[config.mk]
export PLATFORM = sky130hd
export DESIGN_NAME = sbl_sequencer
export DESIGN_NICKNAME = d
export VERILOG_FILES = /design/src/sbl_pkg.sv /design/src/sbl_uart_rx.sv /design/src/sbl_uart_tx.sv /design/src/sbl_sequencer.sv
export SDC_FILE = /design/constraint.sdc
export NUM_CORES = 1
export LEC_CHECK = 0
export BUFFER_PORTS_ARGS = -buffer_cell sky130_fd_sc_hd__buf_2
export CORE_ASPECT_RATIO = 1.75
export CORE_MARGIN = 2
export CORE_UTILIZATION = 44
export DETAILED_ROUTE_END_ITERATION = 7
export PLACE_DENSITY_LB_ADDON = 0.2
export RECOVER_POWER = 25
export SLEW_MARGIN = 10
export SYNTH_ARGS = -nofsm -noshare
export SYNTH_HDL_FRONTEND = slang
export SYNTH_SLANG_ARGS = --single-unit
[constraint.sdc]
create_clock -name clk_sys -period 5.9 [get_ports clk_sys]
set_clock_uncertainty 0.2 [all_clocks]
set_input_delay 0.295 -clock clk_sys [delete_from_list [all_inputs] [get_ports clk_sys]]
set_output_delay 0.295 -clock clk_sys [all_outputs]
set_load 0.02 [all_outputs]
[src/sbl_pkg.sv]
// shared constants and types for the battery log LED sequencer
package sbl_pkg;
    localparam int CLK_HZ   = 100_000_000;
    localparam int BAUD     = 115200;
    localparam int BAUD_DIV = CLK_HZ / BAUD;
    localparam int MS_CYC   = CLK_HZ / 1000;

    localparam int BOOT_S      = 3;
    localparam int BOOT_MS     = BOOT_S * 1000;
    localparam int READ_MIN_S  = 8;
    localparam int READ_MIN_MS = READ_MIN_S * 1000;
    localparam int READ_MAX_S  = 300;
    localparam int READ_MAX_MS = READ_MAX_S * 1000;
    localparam int FADE_S      = 1;
    localparam int FADE_MS     = FADE_S * 1000;
    localparam int FLASH_MS    = 100;

    localparam logic [12:0] MV_FLASH1 = 13'd4900;
    localparam logic [12:0] MV_FLASH2 = 13'd4800;
    localparam logic [12:0] MV_FLASH3 = 13'd4600;
    localparam logic [12:0] MV_FLASH4 = 13'd4400;
    localparam logic [12:0] MV_FLASH5 = 13'd4200;
    localparam logic [12:0] MV_FLASH6 = 13'd4000;

    localparam logic [7:0] CH_R     = 8'h72;
    localparam logic [7:0] CH_X     = 8'h78;
    localparam logic [7:0] CH_CR    = 8'h0D;
    localparam logic [7:0] CH_LF    = 8'h0A;
    localparam logic [7:0] CH_COMMA = 8'h2C;
    localparam logic [7:0] CH_DOT   = 8'h2E;
    localparam logic [7:0] CH_MINUS = 8'h2D;
    localparam logic [7:0] CH_SPACE = 8'h20;
    localparam logic [7:0] CH_M     = 8'h6D;
    localparam logic [7:0] CH_H     = 8'h48;
    localparam logic [7:0] CH_Z     = 8'h7A;
    localparam logic [7:0] CH_C     = 8'h63;
    localparam logic [7:0] CH_S     = 8'h73;
    localparam logic [7:0] CH_CELS  = 8'h43;

    localparam int NUM_DIGITS = 38;
    localparam int REPLY_LEN  = 57;

    typedef enum logic [2:0] {
        SBL_HOST  = 3'b000,
        SBL_BOOT  = 3'b001,
        SBL_READ  = 3'b011,
        SBL_FLASH = 3'b010,
        SBL_SLEEP = 3'b110,
        SBL_WAKE  = 3'b111
    } sbl_state_e;
endpackage

[src/sbl_uart_rx.sv]
// serial byte receiver, 8N1
`timescale 1ns/1ns
module sbl_uart_rx #(
    parameter int DIV = sbl_pkg::BAUD_DIV
) (
    input  wire logic       clk_sys,
    input  wire logic       rst,
    input  wire logic       rxd,
    output logic [7:0]      rx_data,
    output logic            rx_valid
);
    logic        busy_reg;
    logic [3:0]  bit_reg;
    logic [15:0] cnt_reg;
    logic [7:0]  sh_reg;

    always_ff @(posedge clk_sys)
    begin
        if (rst)
        begin
            busy_reg <= 1'b0;
            bit_reg  <= 4'h0;
            cnt_reg  <= 16'h0;
            sh_reg   <= 8'h00;
            rx_data  <= 8'h00;
            rx_valid <= 1'b0;
        end
        else
        begin
            rx_valid <= 1'b0;
            if (!busy_reg)
            begin
                if (!rxd)
                begin
                    busy_reg <= 1'b1;
                    cnt_reg  <= 16'(DIV / 2);
                    bit_reg  <= 4'h0;
                end
            end
            else if (cnt_reg != 16'h0)
                cnt_reg <= cnt_reg - 16'h1;
            else
            begin
                cnt_reg <= 16'(DIV - 1);
                bit_reg <= bit_reg + 4'h1;
                // a start bit gone high at mid-bit was a glitch
                if (bit_reg == 4'h0 && rxd)
                    busy_reg <= 1'b0;
                else if (bit_reg == 4'h9)
                begin
                    busy_reg <= 1'b0;
                    if (rxd)
                    begin
                        rx_data  <= sh_reg;
                        rx_valid <= 1'b1;
                    end
                end
                else if (bit_reg != 4'h0)
                    sh_reg <= {rxd, sh_reg[7:1]};
            end
        end
    end
endmodule // sbl_uart_rx

[src/sbl_uart_tx.sv]
// serial byte transmitter, 8N1
`timescale 1ns/1ns
module sbl_uart_tx #(
    parameter int DIV = sbl_pkg::BAUD_DIV
) (
    input  wire logic       clk_sys,
    input  wire logic       rst,
    input  wire logic [7:0] tx_data,
    input  wire logic       tx_valid,
    output logic            tx_ready,
    output logic            txd
);
    logic        busy_reg;
    logic [3:0]  bit_reg;
    logic [15:0] cnt_reg;
    logic [9:0]  sh_reg;

    assign tx_ready = !busy_reg;

    always_ff @(posedge clk_sys)
    begin
        if (rst)
        begin
            busy_reg <= 1'b0;
            bit_reg  <= 4'h0;
            cnt_reg  <= 16'h0;
            sh_reg   <= 10'h3FF;
            txd      <= 1'b1;
        end
        else if (!busy_reg)
        begin
            txd <= 1'b1;
            if (tx_valid)
            begin
                busy_reg <= 1'b1;
                sh_reg   <= {1'b1, tx_data, 1'b0};
                bit_reg  <= 4'h0;
                cnt_reg  <= 16'h0;
            end
        end
        else if (cnt_reg != 16'h0)
            cnt_reg <= cnt_reg - 16'h1;
        else if (bit_reg == 4'hA)
            busy_reg <= 1'b0;
        else
        begin
            txd     <= sh_reg[0];
            sh_reg  <= {1'b1, sh_reg[9:1]};
            bit_reg <= bit_reg + 4'h1;
            cnt_reg <= 16'(DIV - 1);
        end
    end
endmodule // sbl_uart_tx

[src/sbl_sequencer.sv]
// battery log LED sequencer with serial reading reply
// What this block does
// - on battery power-up, LED lit three seconds, sensors powered, firmware update allowed
// - store a record only if scheduled and light exceeds threshold
// - reading takes about 8 s, extended up to 300 s before giving up
// - shutdown flashes: one above 4.9 V, two to six for lower levels
// - battery voltage for flash code sampled at reading end under load
// - wake each minute, decide on recording, then repeat the flash code
// - on minute wake, LED starts full and fades off within one second
// - no LED flashing in seconds-interval logging mode
// - LED sequence runs only on battery, not host power
// - commands and replies are serial bytes at 115200 baud
// - reading request ending in CR answered with one comma-separated line
`timescale 1ns/1ns
module sbl_sequencer #(
    parameter int TICK_CYC    = sbl_pkg::MS_CYC,
    parameter int BOOT_MS     = sbl_pkg::BOOT_MS,
    parameter int READ_MIN_MS = sbl_pkg::READ_MIN_MS,
    parameter int READ_MAX_MS = sbl_pkg::READ_MAX_MS,
    parameter int FADE_MS     = sbl_pkg::FADE_MS,
    parameter int FLASH_MS    = sbl_pkg::FLASH_MS,
    parameter int BAUD_DIV    = sbl_pkg::BAUD_DIV,
    parameter int LW          = 24
) (
    input  wire logic                          clk_sys,
    input  wire logic                          rst,
    input  wire logic                          on_battery,
    input  wire logic                          minute_tick,
    input  wire logic                          seconds_mode,
    input  wire logic                          sched_due,
    input  wire logic                          light_valid,
    input  wire logic [LW-1:0]                 light_value,
    input  wire logic [LW-1:0]                 light_threshold,
    input  wire logic [12:0]                   batt_mv,
    input  wire logic [4*sbl_pkg::NUM_DIGITS-1:0] rdg_digits,
    input  wire logic                          mag_neg,
    input  wire logic                          temp_neg,
    input  wire logic                          rxd,
    output logic                               txd,
    output logic                               led,
    output logic                               sensor_pwr,
    output logic                               fw_update_en,
    output logic                               meas_load,
    output logic                               store_rec,
    output logic                               sleep_en,
    output logic [2:0]                         batt_flashes
);
    localparam int FSTEP = (FADE_MS / 256 > 0) ? FADE_MS / 256 : 1;

    sbl_pkg::sbl_state_e state_reg;
    sbl_pkg::sbl_state_e state_next;
    logic [16:0] tick_cnt_reg;
    logic        ms_tick;
    logic [18:0] ms_cnt_reg;
    logic        ms_clr;
    logic        flash_on_reg;
    logic [2:0]  flash_left_reg;
    logic        flash_end;
    logic        read_end;
    logic [7:0]  bright_reg;
    logic [7:0]  pwm_reg;
    logic [9:0]  fstep_reg;
    logic        led_next;

    function automatic logic [2:0] flash_count(input logic [12:0] mv);
        if (mv > sbl_pkg::MV_FLASH1)
            return 3'd1;
        else if (mv > sbl_pkg::MV_FLASH2)
            return 3'd2;
        else if (mv > sbl_pkg::MV_FLASH3)
            return 3'd3;
        else if (mv > sbl_pkg::MV_FLASH4)
            return 3'd4;
        else if (mv > sbl_pkg::MV_FLASH5)
            return 3'd5;
        else
            return 3'd6;
    endfunction

    function automatic logic ms_at(input logic [18:0] cnt, input int lim);
        return cnt == 19'(lim - 1);
    endfunction

    // millisecond enable pulse
    always_ff @(posedge clk_sys)
    begin
        if (rst || tick_cnt_reg == 17'(TICK_CYC - 1))
            tick_cnt_reg <= 17'h0;
        else
            tick_cnt_reg <= tick_cnt_reg + 17'h1;
    end
    assign ms_tick = tick_cnt_reg == 17'(TICK_CYC - 1);

    assign flash_end = ms_tick && ms_at(ms_cnt_reg, FLASH_MS);
    assign read_end  = ms_tick && ((ms_cnt_reg >= 19'(READ_MIN_MS - 1) && light_valid)
                       || ms_at(ms_cnt_reg, READ_MAX_MS));
    assign ms_clr    = (state_next != state_reg) || (state_reg == sbl_pkg::SBL_FLASH && flash_end);

    always_ff @(posedge clk_sys)
    begin
        if (rst || ms_clr)
            ms_cnt_reg <= 19'h0;
        else if (ms_tick)
            ms_cnt_reg <= ms_cnt_reg + 19'h1;
    end

    always_comb
    begin
        state_next = state_reg;
        unique case (state_reg)
            sbl_pkg::SBL_HOST:
                if (on_battery)
                    state_next = sbl_pkg::SBL_BOOT;
            sbl_pkg::SBL_BOOT:
                if (ms_tick && ms_at(ms_cnt_reg, BOOT_MS))
                    state_next = sbl_pkg::SBL_READ;
            sbl_pkg::SBL_READ:
                if (read_end)
                    state_next = sbl_pkg::SBL_FLASH;
            sbl_pkg::SBL_FLASH:
                if (flash_end && !flash_on_reg && flash_left_reg == 3'd0)
                    state_next = sbl_pkg::SBL_SLEEP;
            sbl_pkg::SBL_SLEEP:
                if (minute_tick)
                    state_next = sbl_pkg::SBL_WAKE;
            sbl_pkg::SBL_WAKE:
                if (ms_tick && ms_at(ms_cnt_reg, FADE_MS))
                    state_next = sched_due ? sbl_pkg::SBL_READ : sbl_pkg::SBL_FLASH;
        endcase
        // host power ends the sequence at once
        if (!on_battery)
            state_next = sbl_pkg::SBL_HOST;
    end

    always_ff @(posedge clk_sys)
    begin
        if (rst)
            state_reg <= sbl_pkg::SBL_HOST;
        else
            state_reg <= state_next;
    end

    // record decision and battery sample at the close of reading
    always_ff @(posedge clk_sys)
    begin
        if (rst)
        begin
            store_rec    <= 1'b0;
            batt_flashes <= 3'd1;
        end
        else
        begin
            store_rec <= 1'b0;
            if (state_reg == sbl_pkg::SBL_READ && read_end && on_battery)
            begin
                store_rec    <= light_valid && sched_due
                                && light_value > light_threshold;
                batt_flashes <= flash_count(batt_mv);
            end
        end
    end

    // quick flash counter, on and off phases of equal length
    always_ff @(posedge clk_sys)
    begin
        if (rst)
        begin
            flash_on_reg   <= 1'b0;
            flash_left_reg <= 3'd0;
        end
        else if (state_reg != sbl_pkg::SBL_FLASH)
        begin
            flash_on_reg   <= 1'b1;
            // the latched count lands on the same edge as the move to flashing
            flash_left_reg <= (state_reg == sbl_pkg::SBL_READ && read_end)
                              ? flash_count(batt_mv) : batt_flashes;
        end
        else if (flash_end)
        begin
            if (flash_on_reg)
            begin
                flash_on_reg   <= 1'b0;
                flash_left_reg <= flash_left_reg - 3'd1;
            end
            else if (flash_left_reg != 3'd0)
                flash_on_reg <= 1'b1;
        end
    end

    // fade: brightness steps down every few ms, done well inside the second
    always_ff @(posedge clk_sys)
    begin
        if (rst || state_reg != sbl_pkg::SBL_WAKE)
        begin
            bright_reg <= 8'hFF;
            fstep_reg  <= 10'h0;
        end
        else if (ms_tick)
        begin
            if (fstep_reg == 10'(FSTEP - 1))
            begin
                fstep_reg <= 10'h0;
                if (bright_reg != 8'h00)
                    bright_reg <= bright_reg - 8'h01;
            end
            else
                fstep_reg <= fstep_reg + 10'h1;
        end
    end

    always_ff @(posedge clk_sys)
    begin
        if (rst)
            pwm_reg <= 8'h00;
        else
            pwm_reg <= pwm_reg + 8'h01;
    end

    always_comb
    begin
        led_next = 1'b0;
        unique case (state_reg)
            sbl_pkg::SBL_BOOT:
                led_next = 1'b1;
            sbl_pkg::SBL_FLASH:
                led_next = flash_on_reg && !seconds_mode;
            sbl_pkg::SBL_WAKE:
                led_next = (pwm_reg < bright_reg) && !seconds_mode;
            sbl_pkg::SBL_HOST,
            sbl_pkg::SBL_READ,
            sbl_pkg::SBL_SLEEP:
                led_next = 1'b0;
        endcase
    end

    always_ff @(posedge clk_sys)
    begin
        if (rst)
        begin
            led          <= 1'b0;
            sensor_pwr   <= 1'b0;
            fw_update_en <= 1'b0;
            meas_load    <= 1'b0;
            sleep_en     <= 1'b0;
        end
        else
        begin
            led          <= led_next;
            sensor_pwr   <= state_next == sbl_pkg::SBL_BOOT
                            || state_next == sbl_pkg::SBL_READ;
            fw_update_en <= state_next == sbl_pkg::SBL_BOOT;
            meas_load    <= state_next == sbl_pkg::SBL_READ;
            sleep_en     <= state_next == sbl_pkg::SBL_SLEEP;
        end
    end

    // serial command and reply
    logic [7:0] rx_data;
    logic       rx_valid;
    logic [7:0] tx_data;
    logic       tx_ready;
    logic       rep_busy_reg;
    logic [5:0] rep_pos_reg;
    logic [7:0] prev1_reg;
    logic [7:0] prev2_reg;
    logic [4*sbl_pkg::NUM_DIGITS-1:0] rep_dig_reg;
    logic       rep_mneg_reg;
    logic       rep_tneg_reg;

    function automatic logic [7:0] dch(input logic [4*sbl_pkg::NUM_DIGITS-1:0] d,
                                       input int idx);
        return {4'h3, d[idx*4 +: 4]};
    endfunction

    function automatic logic [7:0] reply_char(input int p,
                                              input logic [4*sbl_pkg::NUM_DIGITS-1:0] d,
                                              input logic mn,
                                              input logic tn);
        case (p) inside
            0:        return sbl_pkg::CH_R;
            1, 9, 22, 34, 47:
                      return sbl_pkg::CH_COMMA;
            2:        return mn ? sbl_pkg::CH_MINUS : sbl_pkg::CH_SPACE;
            [3:4]:    return dch(d, p - 3);
            5, 42, 52:
                      return sbl_pkg::CH_DOT;
            [6:7]:    return dch(d, p - 4);
            8:        return sbl_pkg::CH_M;
            [10:19]:  return dch(d, p - 6);
            20:       return sbl_pkg::CH_H;
            21:       return sbl_pkg::CH_Z;
            [23:32]:  return dch(d, p - 9);
            33:       return sbl_pkg::CH_C;
            [35:41]:  return dch(d, p - 11);
            [43:45]:  return dch(d, p - 12);
            46:       return sbl_pkg::CH_S;
            48:       return tn ? sbl_pkg::CH_MINUS : sbl_pkg::CH_SPACE;
            [49:51]:  return dch(d, p - 15);
            53:       return dch(d, p - 16);
            54:       return sbl_pkg::CH_CELS;
            55:       return sbl_pkg::CH_CR;
            default:  return sbl_pkg::CH_LF;
        endcase
    endfunction

    sbl_uart_rx #(.DIV(BAUD_DIV)) u_rx (
        .clk_sys  (clk_sys),
        .rst      (rst),
        .rxd      (rxd),
        .rx_data  (rx_data),
        .rx_valid (rx_valid)
    );

    // a request landing during a reply is dropped; host waits for the line
    always_ff @(posedge clk_sys)
    begin
        if (rst)
        begin
            prev1_reg    <= 8'h00;
            prev2_reg    <= 8'h00;
            rep_busy_reg <= 1'b0;
            rep_pos_reg  <= 6'h0;
            rep_dig_reg  <= '0;
            rep_mneg_reg <= 1'b0;
            rep_tneg_reg <= 1'b0;
        end
        else
        begin
            if (rx_valid)
            begin
                if (rx_data == sbl_pkg::CH_CR)
                begin
                    prev1_reg <= 8'h00;
                    prev2_reg <= 8'h00;
                    if (prev2_reg == sbl_pkg::CH_R && prev1_reg == sbl_pkg::CH_X
                        && !rep_busy_reg)
                    begin
                        rep_busy_reg <= 1'b1;
                        rep_pos_reg  <= 6'h0;
                        rep_dig_reg  <= rdg_digits;
                        rep_mneg_reg <= mag_neg;
                        rep_tneg_reg <= temp_neg;
                    end
                end
                else
                begin
                    prev2_reg <= prev1_reg;
                    prev1_reg <= rx_data;
                end
            end
            if (rep_busy_reg && tx_ready)
            begin
                rep_pos_reg <= rep_pos_reg + 6'h1;
                if (rep_pos_reg == 6'(sbl_pkg::REPLY_LEN - 1))
                    rep_busy_reg <= 1'b0;
            end
        end
    end

    assign tx_data = reply_char(int'(rep_pos_reg), rep_dig_reg,
                                rep_mneg_reg, rep_tneg_reg);

    sbl_uart_tx #(.DIV(BAUD_DIV)) u_tx (
        .clk_sys  (clk_sys),
        .rst      (rst),
        .tx_data  (tx_data),
        .tx_valid (rep_busy_reg),
        .tx_ready (tx_ready),
        .txd      (txd)
    );
endmodule // sbl_sequencer

==> results_dict.tcl, run 1 <==
set metrics [dict create \
    status "finished, violations left" \
    violations "max-capacitance violations, max-slew violations" \
    start_kind "flop" \
    cp.required_ns 6.11 \
    grt_usage_pct 30.50 \
    cpMaxStageDelayCell "dfxtp_4" \
    synthCells 2530 \
    synth_nets 2819 \
    initial_core_util_pct 44.35 \
    power_density_mw_per_mm2 176.9 \
    finalPower_mw 4.717 \
    worst_hold_path.endpoint "state_reg[0]$_SDFF_PP0_" \
    routabilityCongestion 1.036 \
    grt_max_degree 155 \
    grt_pass1_vias 21050 \
    fp.dieW_um 174.3 \
    fin_nets 3120 \
    insertion_delay_ns 0.56 \
    via_count 21400 \
    std_cell_rows 109 \
    drt_wl_total_um 81910 \
    r2r-start "rep_pos_reg[0]$_SDFFE_PP0P_" \
    ys_ff_latch 324 \
    finalCritPeriodShare_pct 73.62 \
    async_reset_ff_share_pct 0 \
    firstDrtPassIters 5 \
    vdd.ir_drop.worst_mv 0.2112 \
    syn_area_mm2 0.02232 \
    maxCapViolations 2 \
    maxSlewViolCount 156 \
    crit_type "flop to flop" \
    synthToLayoutAreaGrowth_pct 19.50 \
    cp.arrival_ns 4.55 \
    io_pins 233 \
    holdPathStages 5 \
    drive_gt1_share_pct 19.94 \
    htreeDepth 2 \
    r2r_cells 10 \
    antenna_found_initial 1 \
    cts_resized 0 \
    min_from "minute_tick" \
    yosys_warnings 0 \
    vias_per_cell 6.081 \
    hold_viol 0 \
    final_cell_mix "nand2_1, dfxtp_1, a21oi_1" \
    tritoncts "built" \
    syn_avg_cell_area_um2 8.822 \
    r2r_slack_ns 1.56 \
    numCtsBuffers 34 \
    ys_seq_area_share_pct 29.06 \
    fin_setup_tns_ns 0 \
    grt_first_pass_wirelength_um 123600 \
    dieArea_mm2 0.05262 \
    setup-violations-final 0 \
    synth_edf_count 0 \
    placed_area_mm2 0.02403 \
    max-slew-margin-rel_pct -129.7 \
    io_buffers 232 \
    crit_family "compound AO/OA/AOI/OAI gates" \
    worst_pin_slew_ns 3.445 \
    rsz0062_at_grt "no" \
    hold_class "primary input to flop" \
    ys.flop_type "dfxtp_1" \
    crit_buf_inv 1 \
    r2r_end "u_tx.sh_reg[2]$_SDFFE_PP1P_" \
    grt_overflow_total 0 \
    cts-root-buf "clkbuf_16" \
    dieHeight_um 302.0 \
    min_period_ns 4.343 \
    coreArea_mm2 0.05032 \
    drtAntennaViolNets 0 \
    worstSetupPathDepth 10 \
    clk_pin_slew_ns 0.06 \
    final_area_mm2 0.02667 \
    antenna-diode-count 0 \
    cts_num_sinks 324 \
    synth.distinct_cells 80 \
    cts_max_path_buffers 3 \
    fmax_ghz 0.2302 \
    drc 0 \
    end_kind "flop" \
    first_iter_violations 1551 \
    p_leak_nw 9.550 \
    wl_per_cell_um 23.28 \
    final_common_cell "nand2_1" \
    hpwl_um 61250 \
    largest_reg_flops 152 \
    cp_max_fo 37 \
    crit_top_cell "mux4_2" \
    slowest_delay_ns 0.67 \
    cp_cell_sequence "inv_2 > ha_4 > mux4_2 > mux4_2 > and2_1 > o311a_1 > o31ai_1 > a41oi_1 > o21ai_1 > a21oi_1" \
]
-- worst max path at each step --
stage,start,to,slack (ns)
6_report,rep_pos_reg[0]$_SDFFE_PP0P_,u_tx.sh_reg[2]$_SDFFE_PP1P_,1.56
5_1_grt,rst,tick_cnt_reg[16]$_SDFF_PP0_,1.37
4_1_cts,rep_pos_reg[0]$_SDFFE_PP0P_,u_tx.sh_reg[2]$_SDFFE_PP1P_,1.56
2_1_floorplan,rep_pos_reg[1]$_SDFFE_PP0P_,u_tx.sh_reg[3]$_SDFFE_PP1P_,1.51
3_5_place_dp,rep_pos_reg[0]$_SDFFE_PP0P_,u_tx.sh_reg[2]$_SDFFE_PP1P_,1.59
3_3_place_gp,rep_pos_reg[0]$_SDFFE_PP0P_,u_tx.sh_reg[2]$_SDFFE_PP1P_,1.57
-- synth_stat cells, types with 16 or more instances --
cell type / count / share of area [%]
a21oi_1: 264 / 5.9
clkbuf_1: 106 / 1.8
ha_1: 66 / 3.7
or3_1: 16 / 0.45
and3_1: 24 / 0.67
nor2b_1: 21 / 0.59
mux4_2: 201 / 20
a31oi_1: 28 / 0.78
xor2_1: 41 / 1.6
buf_2: 39 / 0.87
buf_4: 18 / 0.61
nand2b_1: 32 / 0.90
o21ai_0: 72 / 1.6
mux2i_1: 73 / 3.3
mux2_2: 21 / 1.1
o211ai_1: 17 / 0.57
inv_1: 60 / 1.0
nor3_1: 50 / 1.1
xnor2_1: 53 / 2.1
nor4_1: 17 / 0.48
nor2_1: 199 / 3.3
nand2_1: 469 / 7.9
dfxtp_1: 324 / 29
nand4_1: 26 / 0.73
nand3_1: 63 / 1.4
-- cell families (layout without fill, tap and decap cells) --
kind of cell | Yosys count | in the layout | share of synthesized area [%]
simple gates | 986 | 986 | 20.08
compound gates | 521 | 521 | 14.10
flops | 324 | 324 | 29.06
mux | 296 | 296 | 24.73
buf+inv | 243 | 566 | 4.642
xor+xnor | 94 | 94 | 3.689
fa+ha+maj | 66 | 66 | 3.700
-- where the power goes --
| group | leakage, nW | internal [mW] | switching [mW] |
|---|---|---|---|
| combinational | 6.41 | 0.181 | 0.158 |
| clock | 0.527 | 1.22 | 0.936 |
| sequential | 2.62 | 2.20 | 0.0162 |
-- worst register-to-register path, cell delays in order, from the launching register on --
cell and delay, ns:
dfxtp_4 0.67, inv_2 0.13, ha_4 0.64, mux4_2 0.66
mux4_2 0.49, and2_1 0.19, o311a_1 0.36, o31ai_1 0.37
a41oi_1 0.21, o21ai_1 0.20, a21oi_1 0.09
-- stage by stage --
stage | utilization [%] | instances | setup slack (ns) | hold slack, ns
2_1_floorplan | - | 2530 | 1.512 | 0.2208
3_3_place_gp | 47.75 | 3302 | 1.572 | 0.2394
3_5_place_dp | 47.75 | 3302 | 1.587 | 0.2525
4_1_cts | 53.07 | 3519 | 1.562 | 0.02789
5_1_grt | 53.00 | 3519 | 1.370 | 0.06397
6_report | 53.00 | 3519 | 1.557 | 0.03782
-- routing by layer --
layer / track usage, % / wire length (um) / part of all wire, % / vias up
li1: - / - / - / 9862
met1: 29.71 / 26790 / 33 / 10460
met2: 56.26 / 43010 / 53 / 788
met3: 4.487 / 4019 / 4.9 / 289
met4: 26.09 / 8079 / 9.9 / 2
met5: 0 / 12 / 0.015 / -
-- final cells by class --
type	count	area [um2]
tap	666	833.3
inverter	64	240.2
clock buffer	47	949.7
timing repair buffer	444	3186
sequential	324	6497
fill	4596	23650
multi-input combinational	1963	14830
clock inverter	11	138.9
-- what timing repair did --
item,in CTS,in global routing
buffers inserted,0,0
hold endpoints to repair,162,0
hold buffers,159,0
(Power assumes the default switching activity.)
==> run 2, diff against run 1 <==
==> constraint.sdc (replaced) <==
create_clock -name clk_sys -period 3.55 [get_ports clk_sys]
set_clock_uncertainty 0.2 [all_clocks]
set_input_delay 0.1775 -clock clk_sys [delete_from_list [all_inputs] [get_ports clk_sys]]
set_output_delay 0.1775 -clock clk_sys [all_outputs]
set_load 0.02 [all_outputs]
==> results_dict.tcl, run 2 (synthesis gave the netlist of run 1 again) <==
set metrics [dict create \
    status "finished, violations left" \
    violations "max-capacitance violations, max-slew violations" \
    drtAntennaViolNets 0 \
    maxSlewViolCount 128 \
    vdd.ir_drop.worst_mv 0.3763 \
    fp.dieW_um 174.3 \
    via_count 22480 \
    cp.required_ns 3.84 \
    fin_nets 3292 \
    hold_viol 0 \
    synthToLayoutAreaGrowth_pct 26.93 \
    firstDrtPassIters 6 \
    p_clk_share_pct 45.4 \
    cp_max_fo 32 \
    grt_first_pass_wirelength_um 138600 \
    slowest_delay_ns 0.53 \
    largest_reg_flops 152 \
    io_buffers 232 \
    cts_max_path_buffers 3 \
    power_density_mw_per_mm2 275.5 \
    hold_class "primary input to flop" \
    vias_per_cell 6.083 \
    coreArea_mm2 0.05032 \
    initial_core_util_pct 44.35 \
    numCtsBuffers 31 \
    finalPower_mw 7.806 \
    std_cell_rows 109 \
    clk_pin_slew_ns 0.07 \
    final_common_cell "nand2_1" \
    first_iter_violations 1699 \
    layoutNonFillerInstCount 3696 \
    crit_buf_inv 2 \
    combPwrFrac_pct 7.4 \
    cts-root-buf "clkbuf_16" \
    grt_overflow_total 0 \
    p_leak_nw 10.56 \
    drive_gt1_share_pct 23.68 \
    cp.arrival_ns 3.78 \
    swShare_pct 23.32 \
    max-slew-margin-rel_pct -70.49 \
    p_sw_mw 1.821 \
    cts_num_sinks 324 \
    tritoncts "built" \
    wl_per_cell_um 25.46 \
    htreeDepth 1 \
    cpMaxStageDelayCell "mux4_2" \
    finalCritPeriodShare_pct 98.19 \
    routabilityCongestion 1.082 \
    worst_pin_slew_ns 2.557 \
    cp_cell_sequence "buf_12 > buf_4 > mux4_2 > nor2b_1 > a2111oi_2 > a31oi_1 > nand4_1 > o2111ai_1 > nor3_1 > a21oi_1" \
    maxCapViolations 1 \
    min_period_ns 3.486 \
    final_cell_mix "nand2_1, dfxtp_1, a21oi_1" \
    intPower_mw 5.985 \
    end_kind "flop" \
    fmax_ghz 0.2869 \
    drt_wl_total_um 94110 \
    dieArea_mm2 0.05262 \
    crit_family "compound AO/OA/AOI/OAI gates" \
    dieHeight_um 302.0 \
    antenna_found_initial 3 \
    start_kind "flop" \
    grt_pass1_vias 22430 \
    grt_usage_pct 35.02 \
    crit_type "flop to flop" \
    io_pins 233 \
    placedCellCount 3428 \
    insertion_delay_ns 0.61 \
    drc 0 \
    rsz0062_at_grt "yes" \
    pwr-share-seq_pct 47.2 \
    grt_max_degree 128 \
    setup-violations-final 0 \
    hpwl_um 69940 \
]
run 2: changes by cell type in the layout (fill, tap and decap cells not counted), moves of 3 or more:
cell / change
clkbuf_8: +4
buf_6: +4
buf_4: +115
buf_12: +10
inv_6: -3
clkbuf_1: -3
dlygate4sd3_1: +43
clkinv_2: +3
run 2: worst paths after layout:
path	to	start	slack (ns)	cells past startpoint
min	flash_left_reg[0]$_SDFFE_PP0P_	batt_mv[9]	0.1	7
max reg2reg	u_tx.sh_reg[4]$_SDFFE_PP1P_	rep_pos_reg[0]$_SDFFE_PP0P_	0.06	10
min reg2reg	pwm_reg[0]$_SDFF_PP0_	pwm_reg[0]$_SDFF_PP0_	0.27	1
max	u_tx.sh_reg[4]$_SDFFE_PP1P_	rep_pos_reg[0]$_SDFFE_PP0P_	0.06	10
run 2: metrics by stage:
| stage | hold WS (ns) | util (%) | setup TNS, ns | area, um2 | setup slack, ns |
|---|---|---|---|---|---|
| floorplan | 0.1180 | - | -0.3189 | 22440 | -0.1084 |
| global placement | 0.2219 | 49.94 | -0.1169 | 25130 | -0.09755 |
| detailed placement | 0.2251 | 49.94 | -0.08075 | 25130 | -0.08075 |
| CTS | 0.08069 | 56.14 | 0 | 28250 | 0.008600 |
| global route | 0.1544 | 56.29 | -0.01785 | 28330 | -0.01037 |
| finish | 0.09646 | 56.30 | 0 | 28330 | 0.06419 |
run 2: cell type report:
type / instances / area (um2)
Clock buffer: 46 / 922.1
Sequential cell: 324 / 6499
Tap cell: 666 / 833.3
Inverter: 64 / 250.2
Multi-Input combinational cell: 1963 / 14880
Timing Repair Buffer: 619 / 4783
Antenna cell: 2 / 5.005
Clock inverter: 12 / 158.9
Fill cell: 4496 / 21990
run 2: repair_timing:
item,in CTS,in global routing
hold endpoints to repair,198,0
cloned,0,1
endpoints found under the setup margin,2,5
pin swaps,0,2
hold buffers,203,0
buffers inserted,0,5
resized for setup,3,21
run 2: power by group through the flow:
| stage | logic (mW) | registers (mW) | clock network [mW] |
|---|---|---|---|
| 4_1_cts | 0.569 | 3.68 | 3.63 |
| 3_3_place_gp | 0.412 | 3.77 | 0 |
| 2_1_floorplan | 0.237 | 3.76 | 0 |
| 6_report | 0.575 | 3.69 | 3.55 |
| 5_1_grt | 0.635 | 3.69 | 3.76 |
| 3_5_place_dp | 0.425 | 3.77 | 0 |
run 2: per-layer routing:
| layer | GRT usage (%) | wire (um) | up-vias |
|---|---|---|---|
| met5 | 0 | 0 | - |
| met4 | 30.43 | 10220 | 0 |
| met3 | 5.669 | 5459 | 344 |
| met2 | 64.36 | 48360 | 956 |
| met1 | 33.79 | 30070 | 10960 |
| li1 | - | - | 10220 |
run 2: worst reg2reg max path: stages (launching register included):
cell and delay (ns):
dfxtp_4 0.42, buf_12 0.25, buf_4 0.34, mux4_2 0.53, nor2b_1 0.15, a2111oi_2 0.51
a31oi_1 0.11, nand4_1 0.35, o2111ai_1 0.23, nor3_1 0.19, a21oi_1 0.09
==> run 3, diff against run 2 <==
--- a/config.mk
+++ b/config.mk
@@ -12,6 +12,7 @@
 export DETAILED_ROUTE_END_ITERATION = 7
 export PLACE_DENSITY_LB_ADDON = 0.2
 export RECOVER_POWER = 25
+export SETUP_SLACK_MARGIN = 0.3
 export SLEW_MARGIN = 10
 export SYNTH_ARGS = -nofsm -noshare
 export SYNTH_HDL_FRONTEND = slang
==> results_dict.tcl, run 3 (synthesis gave the netlist of run 1 again) <==
set metrics [dict create \
    cp.required_ns 3.77 \
    hold_class "primary input to flop" \
    final_cell_mix "nand2_1, dfxtp_1, a21oi_1" \
    grtUsageMet3_pct 5.342 \
    max-slew-margin-rel_pct -27.26 \
    numCtsBuffers 34 \
    start_kind "flop" \
    p_leak_nw 10.65 \
    vdd.ir_drop.worst_mv 0.4152 \
    synthToLayoutAreaGrowth_pct 28.89 \
    final_common_cell "nand2_1" \
    cts_max_path_buffers 3 \
    cts_num_sinks 324 \
    drive_gt1_share_pct 26.12 \
    maxSlewViolCount 250 \
    cp.arrival_ns 3.63 \
    placedCellCount 3452 \
    io_buffers 232 \
    vias_per_cell 6.014 \
    drtAntennaViolNets 0 \
    drt_wl_total_um 91220 \
    wl_per_cell_um 24.59 \
    r2r_cells 10 \
    crit_type "flop to flop" \
    antenna_found_initial 0 \
    insertion_delay_ns 0.54 \
    io_pins 233 \
    fmax_ghz 0.2932 \
    grt.met2_usage_pct 62.31 \
    hold_viol 0 \
    layoutNonFillerInstCount 3710 \
    drc 0 \
    clk_pin_slew_ns 0.07 \
    grt_first_pass_wirelength_um 133600 \
    grt_pass1_vias 22330 \
    grt_usage_pct 33.52 \
    htreeDepth 2 \
    met1_usage_pct 31.11 \
    grt_busiest_layer "met2" \
    fin_nets 3310 \
    setup-violations-final 0 \
    largest_reg_flops 152 \
    first_iter_violations 1610 \
    min_period_ns 3.411 \
    cp_max_fo 6 \
    fp.dieW_um 174.3 \
    dieArea_mm2 0.05262 \
    hpwl_um 68230 \
    coreArea_mm2 0.05032 \
    tritoncts "built" \
    finalCritPeriodShare_pct 96.08 \
    routabilityCongestion 1.040 \
    worst_pin_slew_ns 1.909 \
    grt_overflow_total 0 \
    cts-root-buf "clkbuf_16" \
    grt_max_degree 156 \
    power_density_mw_per_mm2 274.1 \
    holdPathStages 5 \
    rsz0062_at_grt "yes" \
    status "finished, violations left" \
    end_kind "flop" \
    maxCapViolations 2 \
    dieHeight_um 302.0 \
    final_core_util_pct 57.16 \
    initial_core_util_pct 44.35 \
    violations "max-capacitance violations, max-slew violations" \
    via_count 22310 \
    firstDrtPassIters 6 \
    std_cell_rows 109 \
    antenna-diode-count 0 \
]
## run 3: changes by cell type in the layout (fill, tap and decap cells not counted), moves of 4 or more
cell | before | now
a21oi_1 | 264 | 259
mux2i_2 | 0 | 6
buf_4 | 161 | 198
mux2i_1 | 73 | 67
a21oi_2 | 1 | 6
clkbuf_8 | 10 | 5
ha_1 | 63 | 59
a2111oi_0 | 8 | 3
buf_16 | 1 | 7
clkbuf_16 | 32 | 40
dlygate4sd3_1 | 202 | 165
## run 3: where the power goes
| part | internal [mW] | total, mW | switching, mW |
|---|---|---|---|
| registers | 3.66 | 3.69 | 0.0269 |
| logic | 0.310 | 0.581 | 0.271 |
| clock network | 2.08 | 3.62 | 1.53 |
| total | 6.05 | 7.89 | 1.83 |
## run 3: stage by stage
step	instance area [um2]	hold slack (ns)	TNS (ns)	total power [mW]	worst slack [ns]
floorplan	22500	0.1180	-0.1771	3.998	-0.09921
global placement	25330	0.2221	0	4.178	0.04835
detailed placement	25330	0.2245	0	4.195	0.008921
CTS	28260	0.02415	0	7.959	0.1659
global route	28770	0.1270	0	8.159	0.06191
finish	28770	0.05722	0	7.885	0.1391
## run 3: critical path, cell delays in order, from the launching register on
cell and delay [ns]:
dfxtp_4 0.40, inv_4 0.05, ha_4 0.33, buf_4 0.13, mux4_2 0.65, mux4_2 0.54
nand3_2 0.13, a31oi_2 0.10, or4_4 0.54, a31oi_4 0.15, a21oi_2 0.06
## run 3: what timing repair did
action	4_1_cts	5_1_grt
gates resized for setup	11	59
endpoints found under the hold margin	190	0
endpoints found under the setup margin	23	29
buffers inserted	7	19
pin swaps	5	13
hold buffers	165	0
gates cloned	2	6
## run 3: worst paths after layout
| path | startpoint | slack (ns) | endpoint |
|---|---|---|---|
| setup / recovery | rep_pos_reg[1]$_SDFFE_PP0P_ | 0.14 | u_tx.sh_reg[3]$_SDFFE_PP1P_ |
| hold reg to reg | pwm_reg[0]$_SDFF_PP0_ | 0.25 | pwm_reg[0]$_SDFF_PP0_ |
| hold / removal | batt_mv[11] | 0.06 | batt_flashes[1]$_SDFFE_PP0P_ |
| setup reg to reg | rep_pos_reg[1]$_SDFFE_PP0P_ | 0.14 | u_tx.sh_reg[3]$_SDFFE_PP1P_ |
## run 3: metal layers
metal	vias to the layer above	routed length [um]
met5	-	0
met4	0	9773
met3	310	4632
met2	925	47640
met1	10820	29180
li1	10260	-
## run 3: layout make-up
class | instances | area [um2]
fillers | 4445 | 21560
clock buffers | 46 | 935.9
clock inverters | 13 | 168.9
repair buffers | 634 | 5036
well taps | 666 | 833.3
flip-flops and latches | 324 | 6497
inverters | 64 | 250.2
multi-input cells | 1963 | 15050
